**src/rtl/acr_consts.svh**
```systemverilog
// Constants for the converter control and result register block.
// Assumes a classic Wishbone slave on a 125 MHz core clock.
//
// Summary of operation
// - Channel field picks inputs or references
// - Writing go with enable set starts conversion, reads busy
// - Hardware clears go at completion
// - Go reads zero when idle
// - Enable bit powers converter, off otherwise
// - Left format: high 9..2, low 1..0 top
// - Right format: high 9..8 low, low 7..0
// - Result registers read-only, zero before first conversion
`ifndef ACR_CONSTS_SVH
`define ACR_CONSTS_SVH
`define ACR_ADDR_W 4
`define ACR_OFF_CTRL 4'h0
`define ACR_OFF_RESH 4'h4
`define ACR_OFF_RESL 4'h8
`define ACR_OFF_IRQ_STAT 4'hc
`define ACR_OFF_IRQ_MASK 4'h1
`define ACR_CTRL_FMT 7
`define ACR_CTRL_VREF 6
`define ACR_CTRL_CHS_HI 4
`define ACR_CTRL_CHS_LO 2
`define ACR_CTRL_GO 1
`define ACR_CTRL_EN 0
`define ACR_CTRL_RST 8'h00
`define ACR_CTRL_WMASK 8'hdf
`define ACR_CONV_CYCLES 6'h28
`define ACR_STEP_RELOAD 6'h03
`define ACR_CNT_W 6
`define ACR_IRQ_DONE 0
`define ACR_IRQ_ABORT 1
`endif

```
**src/rtl/acr_pkg.sv**
```systemverilog
// Types for the converter control and result register block.
// Assumes the constants header is included alongside.
package acr_pkg;
  typedef struct packed {
    logic cyc;
    logic stb;
    logic we;
    logic [3:0] adr;
    logic [7:0] dat;
  } acr_wb_req_t;
  typedef struct packed {
    logic ack;
    logic [7:0] dat;
  } acr_wb_rsp_t;
  typedef struct packed {
    logic [2:0] input_select;
    logic converter_enable;
    logic vref_pin;
  } acr_ana_ctl_t;
  typedef enum logic [1:0] {
    ACR_SRC_ANALOG,
    ACR_SRC_COMP_REF,
    ACR_SRC_REF_0P6,
    ACR_SRC_REF_1P2
  } acr_src_t;
endpackage

```
**src/rtl/acr_sar.sv**
```systemverilog
// Successive-approximation sequencer: one result bit per step.
// Assumes comp_hi compares the hold node against the trial code dac.
`timescale 1ns/1ps
`include "acr_consts.svh"
module acr_sar (
  input wire logic clk,
  input wire logic sys_rst,
  input wire logic start,
  input wire logic abort,
  input wire logic comp_hi,
  output logic [9:0] dac,
  output logic busy,
  output logic done,
  output logic [9:0] value
);
  logic [9:0] trial_reg;
  logic [9:0] bit_reg;
  logic [`ACR_CNT_W-1:0] cnt_reg;
  logic busy_reg;
  wire step = busy_reg && (cnt_reg == '0);
  wire last = bit_reg[0];
  wire [9:0] kept = comp_hi ? trial_reg : (trial_reg & ~bit_reg);
  // Settling spread over several clocks per bit
  always_ff @(posedge clk or posedge sys_rst) begin
    if (sys_rst) begin
      trial_reg <= 10'h000;
      bit_reg <= 10'h000;
      cnt_reg <= '0;
      busy_reg <= 1'b0;
    end else begin
      if (abort) begin
        busy_reg <= 1'b0;
      end else if (start && !busy_reg) begin
        busy_reg <= 1'b1;
        bit_reg <= 10'h200;
        trial_reg <= 10'h200;
        cnt_reg <= `ACR_STEP_RELOAD;
      end else if (busy_reg) begin
        cnt_reg <= (cnt_reg == '0) ? `ACR_STEP_RELOAD : cnt_reg - 6'h01;
        if (step) begin
          trial_reg <= kept | (bit_reg >> 1);
          bit_reg <= bit_reg >> 1;
          if (last) begin
            busy_reg <= 1'b0;
            trial_reg <= kept;
          end
        end
      end
    end
  end
  assign dac = trial_reg;
  assign busy = busy_reg;
  // Done marks the last step, so the result lands as busy falls
  assign done = step && last && !abort;
  assign value = kept;
endmodule // acr_sar

```
**src/rtl/acr_top.sv**
```systemverilog
// Register front end: control, result bytes, interrupt status and mask.
// Assumes classic Wishbone master, 8-bit data, byte index times four except mask at offset 1.
//
// Local design decisions: the register offsets and the Wishbone interface to the registers.
`timescale 1ns/1ps
`include "acr_consts.svh"
module acr_top (
  input wire logic clk,
  input wire logic sys_rst,
  input wire acr_pkg::acr_wb_req_t wb_req,
  input wire logic comp_hi,
  output acr_pkg::acr_wb_rsp_t wb_rsp,
  output acr_pkg::acr_ana_ctl_t ana_ctl,
  output logic [9:0] dac,
  output logic irq
);
  import acr_pkg::*;
  logic [7:0] ctrl_reg;
  logic [9:0] value_reg;
  logic [1:0] stat_reg;
  logic [1:0] stat_next;
  logic [1:0] mask_reg;
  logic ack_reg;
  logic [7:0] rdat_reg;
  logic irq_reg;
  acr_ana_ctl_t ana_reg;
  logic [9:0] dac_reg;
  logic sar_busy;
  logic sar_done;
  logic [9:0] sar_value;
  logic [9:0] sar_dac;

  wire req = wb_req.cyc && wb_req.stb && !ack_reg;
  wire wr = req && wb_req.we;
  wire hit_ctrl = wb_req.adr == `ACR_OFF_CTRL;
  wire hit_resh = wb_req.adr == `ACR_OFF_RESH;
  wire hit_resl = wb_req.adr == `ACR_OFF_RESL;
  wire hit_stat = wb_req.adr == `ACR_OFF_IRQ_STAT;
  wire hit_mask = wb_req.adr == `ACR_OFF_IRQ_MASK;
  wire wr_ctrl = wr && hit_ctrl;
  wire enabled = ctrl_reg[`ACR_CTRL_EN];
  wire fmt_right = ctrl_reg[`ACR_CTRL_FMT];
  // Go is accepted only with the converter on
  wire go_set = wr_ctrl && wb_req.dat[`ACR_CTRL_GO] && enabled;
  // Turning the converter off mid-cycle kills the cycle
  wire abort = sar_busy && wr_ctrl && !wb_req.dat[`ACR_CTRL_EN];
  // Format applies at read time, so flipping it re-presents old data
  wire [7:0] resh = fmt_right ? {6'h00, value_reg[9:8]}
                              : value_reg[9:2];
  wire [7:0] resl = fmt_right ? value_reg[7:0]
                              : {value_reg[1:0], 6'h00};
  wire [7:0] ctrl_rd = {ctrl_reg[7:6], 1'b0, ctrl_reg[4:2], sar_busy,
                        ctrl_reg[0]};
  wire [7:0] rd_mux = hit_ctrl ? ctrl_rd :
                      hit_resh ? resh :
                      hit_resl ? resl :
                      hit_stat ? {6'h00, stat_reg} :
                      hit_mask ? {6'h00, mask_reg} : 8'h00;
  wire [1:0] events = {abort, sar_done};

  // Set wins over write-one-to-clear
  always_comb begin
    stat_next = stat_reg;
    if (wr && hit_stat) begin
      stat_next = stat_reg & ~wb_req.dat[1:0];
    end
    stat_next = stat_next | events;
  end

  acr_sar u_sar (
    .clk(clk),
    .sys_rst(sys_rst),
    .start(go_set),
    .abort(abort),
    .comp_hi(comp_hi),
    .dac(sar_dac),
    .busy(sar_busy),
    .done(sar_done),
    .value(sar_value)
  );

  always_ff @(posedge clk or posedge sys_rst) begin
    if (sys_rst) begin
      ctrl_reg <= `ACR_CTRL_RST;
    end else if (wr_ctrl) begin
      ctrl_reg <= wb_req.dat & `ACR_CTRL_WMASK;
    end
  end

  // Result only moves at completion; reads before that return the previous result or the reset zero
  always_ff @(posedge clk or posedge sys_rst) begin
    if (sys_rst) begin
      value_reg <= 10'h000;
    end else if (sar_done) begin
      value_reg <= sar_value;
    end
  end

  always_ff @(posedge clk or posedge sys_rst) begin
    if (sys_rst) begin
      stat_reg <= 2'h0;
      mask_reg <= 2'h0;
    end else begin
      stat_reg <= stat_next;
      if (wr && hit_mask) begin
        mask_reg <= wb_req.dat[1:0];
      end
    end
  end

  // One-cycle answer; result writes are dropped
  always_ff @(posedge clk or posedge sys_rst) begin
    if (sys_rst) begin
      ack_reg <= 1'b0;
      rdat_reg <= 8'h00;
    end else begin
      ack_reg <= req;
      rdat_reg <= req ? rd_mux : 8'h00;
    end
  end

  always_ff @(posedge clk or posedge sys_rst) begin
    if (sys_rst) begin
      irq_reg <= 1'b0;
      ana_reg <= '0;
      dac_reg <= 10'h000;
    end else begin
      irq_reg <= |(stat_next & mask_reg);
      ana_reg.input_select <= ctrl_reg[`ACR_CTRL_CHS_HI:`ACR_CTRL_CHS_LO];
      ana_reg.converter_enable <= enabled;
      ana_reg.vref_pin <= ctrl_reg[`ACR_CTRL_VREF];
      dac_reg <= sar_dac;
    end
  end

  assign wb_rsp.ack = ack_reg;
  assign wb_rsp.dat = rdat_reg;
  assign ana_ctl = ana_reg;
  assign dac = dac_reg;
  assign irq = irq_reg;

  // Source classification for the analog mux, reference codes 100..111
  wire [2:0] sel = ctrl_reg[`ACR_CTRL_CHS_HI:`ACR_CTRL_CHS_LO];
  acr_src_t src;
  assign src = !sel[2] ? ACR_SRC_ANALOG :
               (sel == 3'h4) ? ACR_SRC_COMP_REF :
               (sel == 3'h5) ? ACR_SRC_REF_0P6 : ACR_SRC_REF_1P2;

  property p_go_reads_busy;
    @(posedge clk) disable iff (sys_rst)
      go_set |=> sar_busy && ctrl_rd[`ACR_CTRL_GO];
  endproperty
  a_go_reads_busy: assert property (p_go_reads_busy)
    else $error("go not busy after start");

  property p_done_clears;
    @(posedge clk) disable iff (sys_rst)
      sar_done |=> !sar_busy && !ctrl_rd[`ACR_CTRL_GO];
  endproperty
  a_done_clears: assert property (p_done_clears)
    else $error("go still set at completion");

  property p_idle_zero;
    @(posedge clk) disable iff (sys_rst)
      !sar_busy |-> !ctrl_rd[`ACR_CTRL_GO];
  endproperty
  a_idle_zero: assert property (p_idle_zero)
    else $error("go set while idle");

  property p_off_no_conv;
    @(posedge clk) disable iff (sys_rst)
      !enabled |=> !sar_busy;
  endproperty
  a_off_no_conv: assert property (p_off_no_conv)
    else $error("conversion while disabled");

  property p_left;
    @(posedge clk) disable iff (sys_rst)
      !fmt_right |-> resh == value_reg[9:2] && resl[5:0] == 6'h00;
  endproperty
  a_left: assert property (p_left)
    else $error("left format wrong");

  property p_right;
    @(posedge clk) disable iff (sys_rst)
      fmt_right |-> resh[7:2] == 6'h00 && resl == value_reg[7:0];
  endproperty
  a_right: assert property (p_right)
    else $error("right format wrong");

  property p_ro;
    @(posedge clk) disable iff (sys_rst)
      wr && (hit_resh || hit_resl) && !sar_done |=> $stable(value_reg);
  endproperty
  a_ro: assert property (p_ro)
    else $error("result changed by write");

  property p_load;
    @(posedge clk) disable iff (sys_rst)
      sar_done |=> value_reg == $past(sar_value);
  endproperty
  a_load: assert property (p_load)
    else $error("result not loaded");

  property p_sel;
    @(posedge clk) disable iff (sys_rst)
      sel == 3'h5 |-> src == ACR_SRC_REF_0P6;
  endproperty
  a_sel: assert property (p_sel)
    else $error("select decode wrong");

  property p_ack_drop;
    @(posedge clk) disable iff (sys_rst)
      ack_reg |=> !ack_reg;
  endproperty
  a_ack_drop: assert property (p_ack_drop)
    else $error("ack held two cycles");

  // Cycles since start, to check the conversion length
  logic [5:0] run_cnt_reg;
  always_ff @(posedge clk or posedge sys_rst) begin
    if (sys_rst) begin
      run_cnt_reg <= 6'h00;
    end else if (go_set && !sar_busy) begin
      run_cnt_reg <= 6'h00;
    end else if (sar_busy) begin
      run_cnt_reg <= run_cnt_reg + 6'h01;
    end
  end

  property p_conv_len;
    @(posedge clk) disable iff (sys_rst)
      sar_done |-> run_cnt_reg == `ACR_CONV_CYCLES - 6'h01;
  endproperty
  a_conv_len: assert property (p_conv_len)
    else $error("conversion length wrong");

  property p_busy_hold;
    @(posedge clk) disable iff (sys_rst)
      sar_busy && !abort && !sar_done |=> sar_busy;
  endproperty
  a_busy_hold: assert property (p_busy_hold)
    else $error("busy dropped early");

  property p_busy_on;
    @(posedge clk) disable iff (sys_rst)
      sar_busy |-> enabled;
  endproperty
  a_busy_on: assert property (p_busy_on)
    else $error("busy with converter off");

  property p_go_off;
    @(posedge clk) disable iff (sys_rst)
      wr_ctrl && !enabled |=> !sar_busy;
  endproperty
  a_go_off: assert property (p_go_off)
    else $error("go taken while off");

  property p_ctrl_write;
    @(posedge clk) disable iff (sys_rst)
      wr_ctrl |=> ctrl_reg[7:6] == $past(wb_req.dat[7:6]) &&
        sel == $past(wb_req.dat[4:2]) && enabled == $past(wb_req.dat[0]);
  endproperty
  a_ctrl_write: assert property (p_ctrl_write)
    else $error("control write lost");

  property p_ana_follow;
    @(posedge clk) disable iff (sys_rst)
      $stable(ctrl_reg) |-> ana_reg.input_select == sel &&
        ana_reg.converter_enable == enabled;
  endproperty
  a_ana_follow: assert property (p_ana_follow)
    else $error("analog control stale");

  property p_idle_read;
    @(posedge clk) disable iff (sys_rst)
      req && !wb_req.we && hit_ctrl && !sar_busy |=>
        !rdat_reg[`ACR_CTRL_GO];
  endproperty
  a_idle_read: assert property (p_idle_read)
    else $error("go read one while idle");

  property p_left_low;
    @(posedge clk) disable iff (sys_rst)
      req && !wb_req.we && hit_resl && !fmt_right |=> rdat_reg[5:0] == 6'h00;
  endproperty
  a_left_low: assert property (p_left_low)
    else $error("left low byte padding wrong");

  property p_right_high;
    @(posedge clk) disable iff (sys_rst)
      req && !wb_req.we && hit_resh && fmt_right |=> rdat_reg[7:2] == 6'h00;
  endproperty
  a_right_high: assert property (p_right_high)
    else $error("right high byte padding wrong");

  property p_done_flag;
    @(posedge clk) disable iff (sys_rst)
      sar_done |=> stat_reg[`ACR_IRQ_DONE];
  endproperty
  a_done_flag: assert property (p_done_flag)
    else $error("done status not set");

  property p_abort_flag;
    @(posedge clk) disable iff (sys_rst)
      abort |=> stat_reg[`ACR_IRQ_ABORT];
  endproperty
  a_abort_flag: assert property (p_abort_flag)
    else $error("abort status not set");

  property p_w1c;
    @(posedge clk) disable iff (sys_rst)
      wr && hit_stat && wb_req.dat[0] && !sar_done |=> !stat_reg[0];
  endproperty
  a_w1c: assert property (p_w1c)
    else $error("status not cleared");

  property p_sticky;
    @(posedge clk) disable iff (sys_rst)
      stat_reg[0] && !(wr && hit_stat && wb_req.dat[0]) |=> stat_reg[0];
  endproperty
  a_sticky: assert property (p_sticky)
    else $error("status lost without clear");

  property p_irq_on;
    @(posedge clk) disable iff (sys_rst)
      |(stat_reg & mask_reg) && !(wr && (hit_stat || hit_mask)) |=> irq_reg;
  endproperty
  a_irq_on: assert property (p_irq_on)
    else $error("irq missing");

  property p_irq_off;
    @(posedge clk) disable iff (sys_rst)
      (stat_reg & mask_reg) == 2'h0 && events == 2'h0 |=> !irq_reg;
  endproperty
  a_irq_off: assert property (p_irq_off)
    else $error("irq without cause");

  property p_ack_req;
    @(posedge clk) disable iff (sys_rst)
      req |=> ack_reg;
  endproperty
  a_ack_req: assert property (p_ack_req)
    else $error("request not acked");

  property p_unmapped;
    @(posedge clk) disable iff (sys_rst)
      req && !wb_req.we &&
        !(hit_ctrl || hit_resh || hit_resl || hit_stat || hit_mask) |=>
        rdat_reg == 8'h00;
  endproperty
  a_unmapped: assert property (p_unmapped)
    else $error("unmapped read not zero");

  c_conv: cover property (@(posedge clk) disable iff (sys_rst)
    go_set ##[1:60] sar_done);
  c_abort: cover property (@(posedge clk) disable iff (sys_rst) abort);
  c_irq: cover property (@(posedge clk) disable iff (sys_rst) irq_reg);
  c_right: cover property (@(posedge clk) disable iff (sys_rst)
    ack_reg && fmt_right);
endmodule // acr_top

```
**config.mk**
```make
export PLATFORM = sky130hd
export DESIGN_NAME = acr_top
export DESIGN_NICKNAME = d
export VERILOG_FILES = /design/src/rtl/acr_pkg.sv /design/src/rtl/acr_sar.sv /design/src/rtl/acr_top.sv
export VERILOG_INCLUDE_DIRS = /design/src /design/src/rtl
export SDC_FILE = /design/constraint.sdc
export NUM_CORES = 1
export LEC_CHECK = 0
export ABC_AREA = 1
export ABC_CLOCK_PERIOD_IN_PS = 4800
export BUFFER_PORTS_ARGS = -buffer_cell sky130_fd_sc_hd__buf_2
export CORE_MARGIN = 2
export CORE_UTILIZATION = 50
export CTS_CLUSTER_DIAMETER = 60
export DETAILED_ROUTE_END_ITERATION = 8
export PLACE_DENSITY = 0.82
export SLEW_MARGIN = 15
export SYNTH_ARGS = -nofsm -noshare
export SYNTH_HDL_FRONTEND = slang
export SYNTH_SLANG_ARGS = --single-unit
```
**constraint.sdc**
```tcl
create_clock -name clk -period 4.8 [get_ports clk]
set_input_delay 1.44 -clock clk [delete_from_list [all_inputs] [get_ports clk]]
set_output_delay 1.44 -clock clk [all_outputs]
set_load 0.02 [all_outputs]
```
==> results.toml, run 1 <==
[logic_synthesis]
ys_dominant_reg_cell = "dfrtp_1"
yosysSeqAreaShare = 0.559
avgSynthCellArea_um2 = 8.83
synth-seq-cells = 72
synth_cells = 365
async_reset_ff_frac = 1.00
synth_area_leader_cell = "dfrtp_1"
synth.area.top_cells = "dfrtp_1 56%, nand2_1 12%, o21ai_0 7.0%, o21ai_2 4.6%, inv_1 4.4%"
synth_edf_count = 0
synth-warning-count = 0
syn_nets = 385
synth_top_area_frac = 0.559
syn_area_mm2 = 0.00322
synth_cell_type_count = 28

[cts]
ctsHoldBuffers = 0
postCtsSetupRepairBufs = 0
cts.repair.resized = 0
cts_buffers = 9
cts_root_buf = "clkbuf_8"
clock_path_buffers = 2
cts.sinks = 72
cts.clk_slew.worst_paths_ns = 0.07
insertion_delay_ns = 0.35
cts.htree.levels = 3
cts_tree = "built"

[cells_and_area]
nets = 426
final_util = 0.590
drive_above_1_share = 0.212
n_fill_cell = 531
antenna_cells = 0
area_delta_synth_final_pct = 14.8
instances_no_fill = 488

[power]
p_leak_nw = 1.78
peakVddDrop_mv = 0.226
power_density_mw_per_mm2 = 399

[routing]
drt_drc_violations_left = 0
routed_wl_mm = 6.46
dr.pass1.iters = 4
vias = 2558
routed_via_density = 5.24
drt_iter0_markers = 129
avgRoutedWirePerCell_um = 13.2
antenna_left = 0

[global_routing]
grt_use_total = 0.203
grt_pass1_vias = 2489
grt_pass1_wl_mm = 11.4
overflow = 0
grt_max_degree = 39
antenna_found_initial = 0

[timing]
setup_ws_ns = 1.65
whs_ns = 0.400
slew-limit-headroom = 0.441
finalSetupViolations = 0
finalSetupTns_ns = 0
slew_violations = 0
fin_crit_ns = 3.15
tightest_slew_ns = 0.833
finalClockSkew_ns = 0.0107
hold_viol = 0
rsz0062_at_grt = "false"
fmax_mhz = 318
period_share = 0.655

[job]
maxCapViolations = 0

[placement]
detailed_place_hpwl_mm = 4.55
place.gp.congestion = 0.942
place_ws_ns = 1.33
placed_cells = 472
port_buffers = 41

[critical_path]
path_max_fanout = 38
cp-startpoint = "wb_req[11]"
cp.arrival_ns = 3.36
worstPathRequired_ns = 5.01
r2r-start = "ack_reg$_DFF_PP0_"
crit_type = "primary input to flop"
cp-end-kind = "flop"
startpoint_type = "primary input"

[min_path]
min_from = "u_sar.dac[2]$_DFFE_PP0P_"
hold_path_class = "flop to flop"

[floorplan]
die_area_mm2 = 0.00710
core_area_mm2 = 0.00628
die_x_um = 84.3
initial_core_util = 0.513
rows = 29
ioPinCount = 43
die_y_um = 84.3

[run_status]
status = "completed"
-- stage by stage --
stage                     power, mW  area [um^2]
final                          1.48         3700
after global routing           1.55         3700
after CTS                      1.49         3700
after detailed placement      0.909         3460
after global placement        0.901         3460
after floorplan               0.849         3220
-- layer usage --
metal / share of wire / up-vias / track usage
met5: 0 / - / 0
met4: 0.021 / 0 / 0.0850
met3: 0.051 / 12 / 0.0383
met2: 0.48 / 72 / 0.330
met1: 0.44 / 1217 / 0.268
li1: - / 1257 / -
-- worst max-delay path: stages --
cell and delay (ns):
buf_2 0.12, nor2_2 0.14, nand2_2 0.15, nor2_4 0.32, nand2_4 0.26, nand2_2 0.12, nand2_2 0.46, nand2_1 0.24
o21ai_2 0.08
-- final cells by class --
type                    instances  area [um^2]  area share
clock buffers                   9          124      0.0335
clock inverters                 7          120      0.0325
inverters                      39          146      0.0396
multi-input cells             241         1190       0.322
flip-flops and latches         72         1800       0.487
well taps                      77         96.3      0.0260
repair buffers                 43          220      0.0595
-- layout by cell type, fill, tap and decap left out, drive strengths merged --
cell      count
o21a          1
clkinv        3
clkinvlp      1
ha            2
clkbuf        9
nor2         21
nand3b        1
dfrtp        72
xnor2         1
or2           1
bufinv        3
o21ai        63
a21oi        19
nand3        20
nand2       103
nand4         4
nor3          2
a21boi        1
buf          43
xor2          2
inv          39
-- where the power goes --
group / internal (mW) / switching (mW)
clock: 0.346 / 0.235
sequential: 0.655 / 0.0337
combinational: 0.0726 / 0.136
-- cells in the mapped netlist, types with 3 or more instances --
library cell,count
nand3_1,19
buf_2,3
clkbuf_1,5
nand2_1,99
nand2_2,3
buf_6,3
inv_1,38
dfrtp_1,72
a21oi_1,19
o21ai_0,45
nor2_1,18
nand4_1,4
o21ai_2,17
-- worst paths after layout --
path,endpoint,slack (ns),depth (start not counted)
worst max-delay path,u_sar.bit_reg[3]$_DFFE_PP0P_,1.65,9
worst min-delay path,dac[2]$_DFF_PP0_,0.40,0
worst max register to register,u_sar.bit_reg[3]$_DFFE_PP0P_,2.59,8
worst min register to register,dac[2]$_DFF_PP0_,0.40,0
max in group asynchronous,irq$_DFF_PP0_,2.83,3
min in group asynchronous,u_sar.dac[3]$_DFFE_PP0P_,1.20,2
-- kinds of logic (layout without fill, tap and decap cells) --
family	Yosys count	in the layout	synth area share
simple gates	152	152	0.202
buf+inv	52	98	0.0710
xor+xnor	3	3	0.00815
compound gates	84	84	0.152
flops	72	72	0.559
fa+ha+maj	2	2	0.00776
Power figures use the tool's default switching activity.
==> run 2: changes to the inputs <==
--- a/config.mk
+++ b/config.mk
@@ -7,7 +7,7 @@
 export NUM_CORES = 1
 export LEC_CHECK = 0
 export ABC_AREA = 1
-export ABC_CLOCK_PERIOD_IN_PS = 4800
+export ABC_CLOCK_PERIOD_IN_PS = 3100
 export BUFFER_PORTS_ARGS = -buffer_cell sky130_fd_sc_hd__buf_2
 export CORE_MARGIN = 2
 export CORE_UTILIZATION = 50
==> constraint.sdc (replaced) <==
create_clock -name clk -period 3.1 [get_ports clk]
set_input_delay 0.93 -clock clk [delete_from_list [all_inputs] [get_ports clk]]
set_output_delay 0.93 -clock clk [all_outputs]
set_load 0.02 [all_outputs]
==> run 2 against run 1 <==
  * Cell count is 0.41% higher
  * Hold slack improved by 0.00096 ns
  * Count of clock-buffer cells in the layout is 4 higher
  * Register-to-register slack worse by 1.4 ns
  * Sequential power increased by 55%
  * Cell area barely moved
  * Non-clock buffer count grew 2
  * Sequential share of layout area about the same
  * Utilization is essentially flat
==> results.toml, run 2 (synthesis results as in run 1) <==
[critical_path]
startpoint_type = "primary input"
crit_chain = "buf_2 > nor2_4 > nand2_2 > nor2_4 > nand3_1 > nand2_2 > buf_4 > nand2_1 > o21ai_2"
slowest_stage = "buf_4"
worstPathRequired_ns = 3.37
cp-end-kind = "flop"
crit_type = "primary input to flop"
max_stage_delay_ns = 0.40
crit_buf_inv = 2
cp.arrival_ns = 2.61
crit_family = "simple AND/OR/NAND/NOR gates"
r2r_setup_slack_ns = 1.16
path_max_fanout = 38

[power]
peakVddDrop_mv = 0.386
p_leak_nw = 1.78
power_density_mw_per_mm2 = 595
power_mw = 2.20

[timing]
setup_ws_ns = 0.764
finalSetupTns_ns = 0
finalSetupViolations = 0
fmax_mhz = 428
rsz0062_at_grt = "false"
slew_violations = 0
slew-limit-headroom = 0.408
fin_crit_ns = 2.34
tightest_slew_ns = 0.881
period_share = 0.753
hold_viol = 0
finalClockSkew_ns = 0.00639

[global_routing]
grt_pass1_wl_mm = 11.4
overflow = 0
grt_use_total = 0.202
antenna_found_initial = 0
grt_pass1_vias = 2511
grt_max_degree = 73

[routing]
routed_via_density = 5.33
antenna_left = 0
dr.pass1.iters = 5
drt_iter0_markers = 183
drt_drc_violations_left = 0
routed_wl_mm = 6.70
avgRoutedWirePerCell_um = 13.7
vias = 2610

[cts]
cts.repair.resized = 0
ctsHoldBuffers = 0
cts.htree.levels = 3
insertion_delay_ns = 0.35
cts.clk_slew.worst_paths_ns = 0.07
cts_root_buf = "clkbuf_8"
clock_path_buffers = 2
cts_tree = "built"
cts.sinks = 72
postCtsSetupRepairBufs = 0
cts_buffers = 9

[floorplan]
rows = 29
initial_core_util = 0.513
core_area_mm2 = 0.00628
die_y_um = 84.3
ioPinCount = 43
die_x_um = 84.3
die_area_mm2 = 0.00710

[min_path]
hold_path_class = "flop to flop"

[placement]
port_buffers = 41
place.gp.congestion = 0.914
detailed_place_hpwl_mm = 4.48
place_ws_ns = 0.459

[cells_and_area]
nets = 428
mostFrequentLayoutCells = "99 x nand2_1, 72 x dfrtp_1, 45 x o21ai_0"
drive_above_1_share = 0.208
antenna_cells = 0
regArea_mm2 = 0.00180
multi_input_area_mm2 = 0.00119
final_common_cell = "nand2_1"
n_fill_cell = 535
area_delta_synth_final_pct = 14.8

[run_status]
status = "completed"

[job]
maxCapViolations = 0
-- run 2: cell count changes in the layout (fill, tap and decap cells not counted) --
cell and change:
buf_12 +1, buf_4 +1, bufinv_16 -1, clkbuf_1 +3
clkbuf_8 +1, clkinv_4 -2, clkinvlp_4 -1
-- run 2: final cells by class --
type	count	share of cell area
clock buffers	13	0.0403
clock inverters	3	0.0176
multi-input cells	241	0.322
flip-flops and latches	72	0.487
well taps	77	0.0260
inverters	39	0.0396
repair buffers	45	0.0670
-- run 2: worst paths after layout --
| path | from | endpoint | depth (start not counted) |
|---|---|---|---|
| max | wb_req[8] | u_sar.dac[8]$_DFFE_PP0P_ | 9 |
| min | u_sar.dac[4]$_DFFE_PP0P_ | dac[4]$_DFF_PP0_ | 0 |
| max reg2reg | ack_reg$_DFF_PP0_ | u_sar.dac[8]$_DFFE_PP0P_ | 8 |
| min reg2reg | u_sar.dac[4]$_DFFE_PP0P_ | dac[4]$_DFF_PP0_ | 0 |
| max in group asynchronous | sys_rst | u_sar.busy$_DFF_PP0_ | 3 |
| min in group asynchronous | sys_rst | dac[4]$_DFF_PP0_ | 3 |
-- run 2: worst reg2reg max path, cell delays in order, from the launching register on --
cell and delay (ns):
dfrtp_1 0.38, inv_1 0.07, nand4_1 0.16, nor2_4 0.33, nand3_1 0.17, nand2_2 0.10, buf_4 0.40, nand2_1 0.16
o21ai_2 0.09
-- run 2: routing by layer --
metal	global-route usage	routed length [um]	up-vias
li1	-	-	1258
met1	0.260	2850	1255
met2	0.320	3310	75
met3	0.0472	314	22
met4	0.104	222	0
met5	0	0	-
-- run 2: stage by stage --
| step | instances | area (um^2) | hold WS, ns | util |
|---|---|---|---|---|
| floorplan | 365 | 3220 | 0.368 | - |
| global placement | 474 | 3480 | 0.378 | 0.555 |
| detailed placement | 474 | 3480 | 0.384 | 0.555 |
| CTS | 490 | 3700 | 0.401 | 0.589 |
| global route | 490 | 3700 | 0.413 | 0.589 |
| finish | 490 | 3700 | 0.401 | 0.589 |
-- run 2: power by group --
group          total (mW)  leakage [nW]  switching (mW)  internal [mW]
registers            1.07         0.889          0.0551           1.02
logic               0.327         0.785           0.213          0.114
clock network       0.802         0.108           0.327          0.475
total                2.20          1.78           0.594           1.60
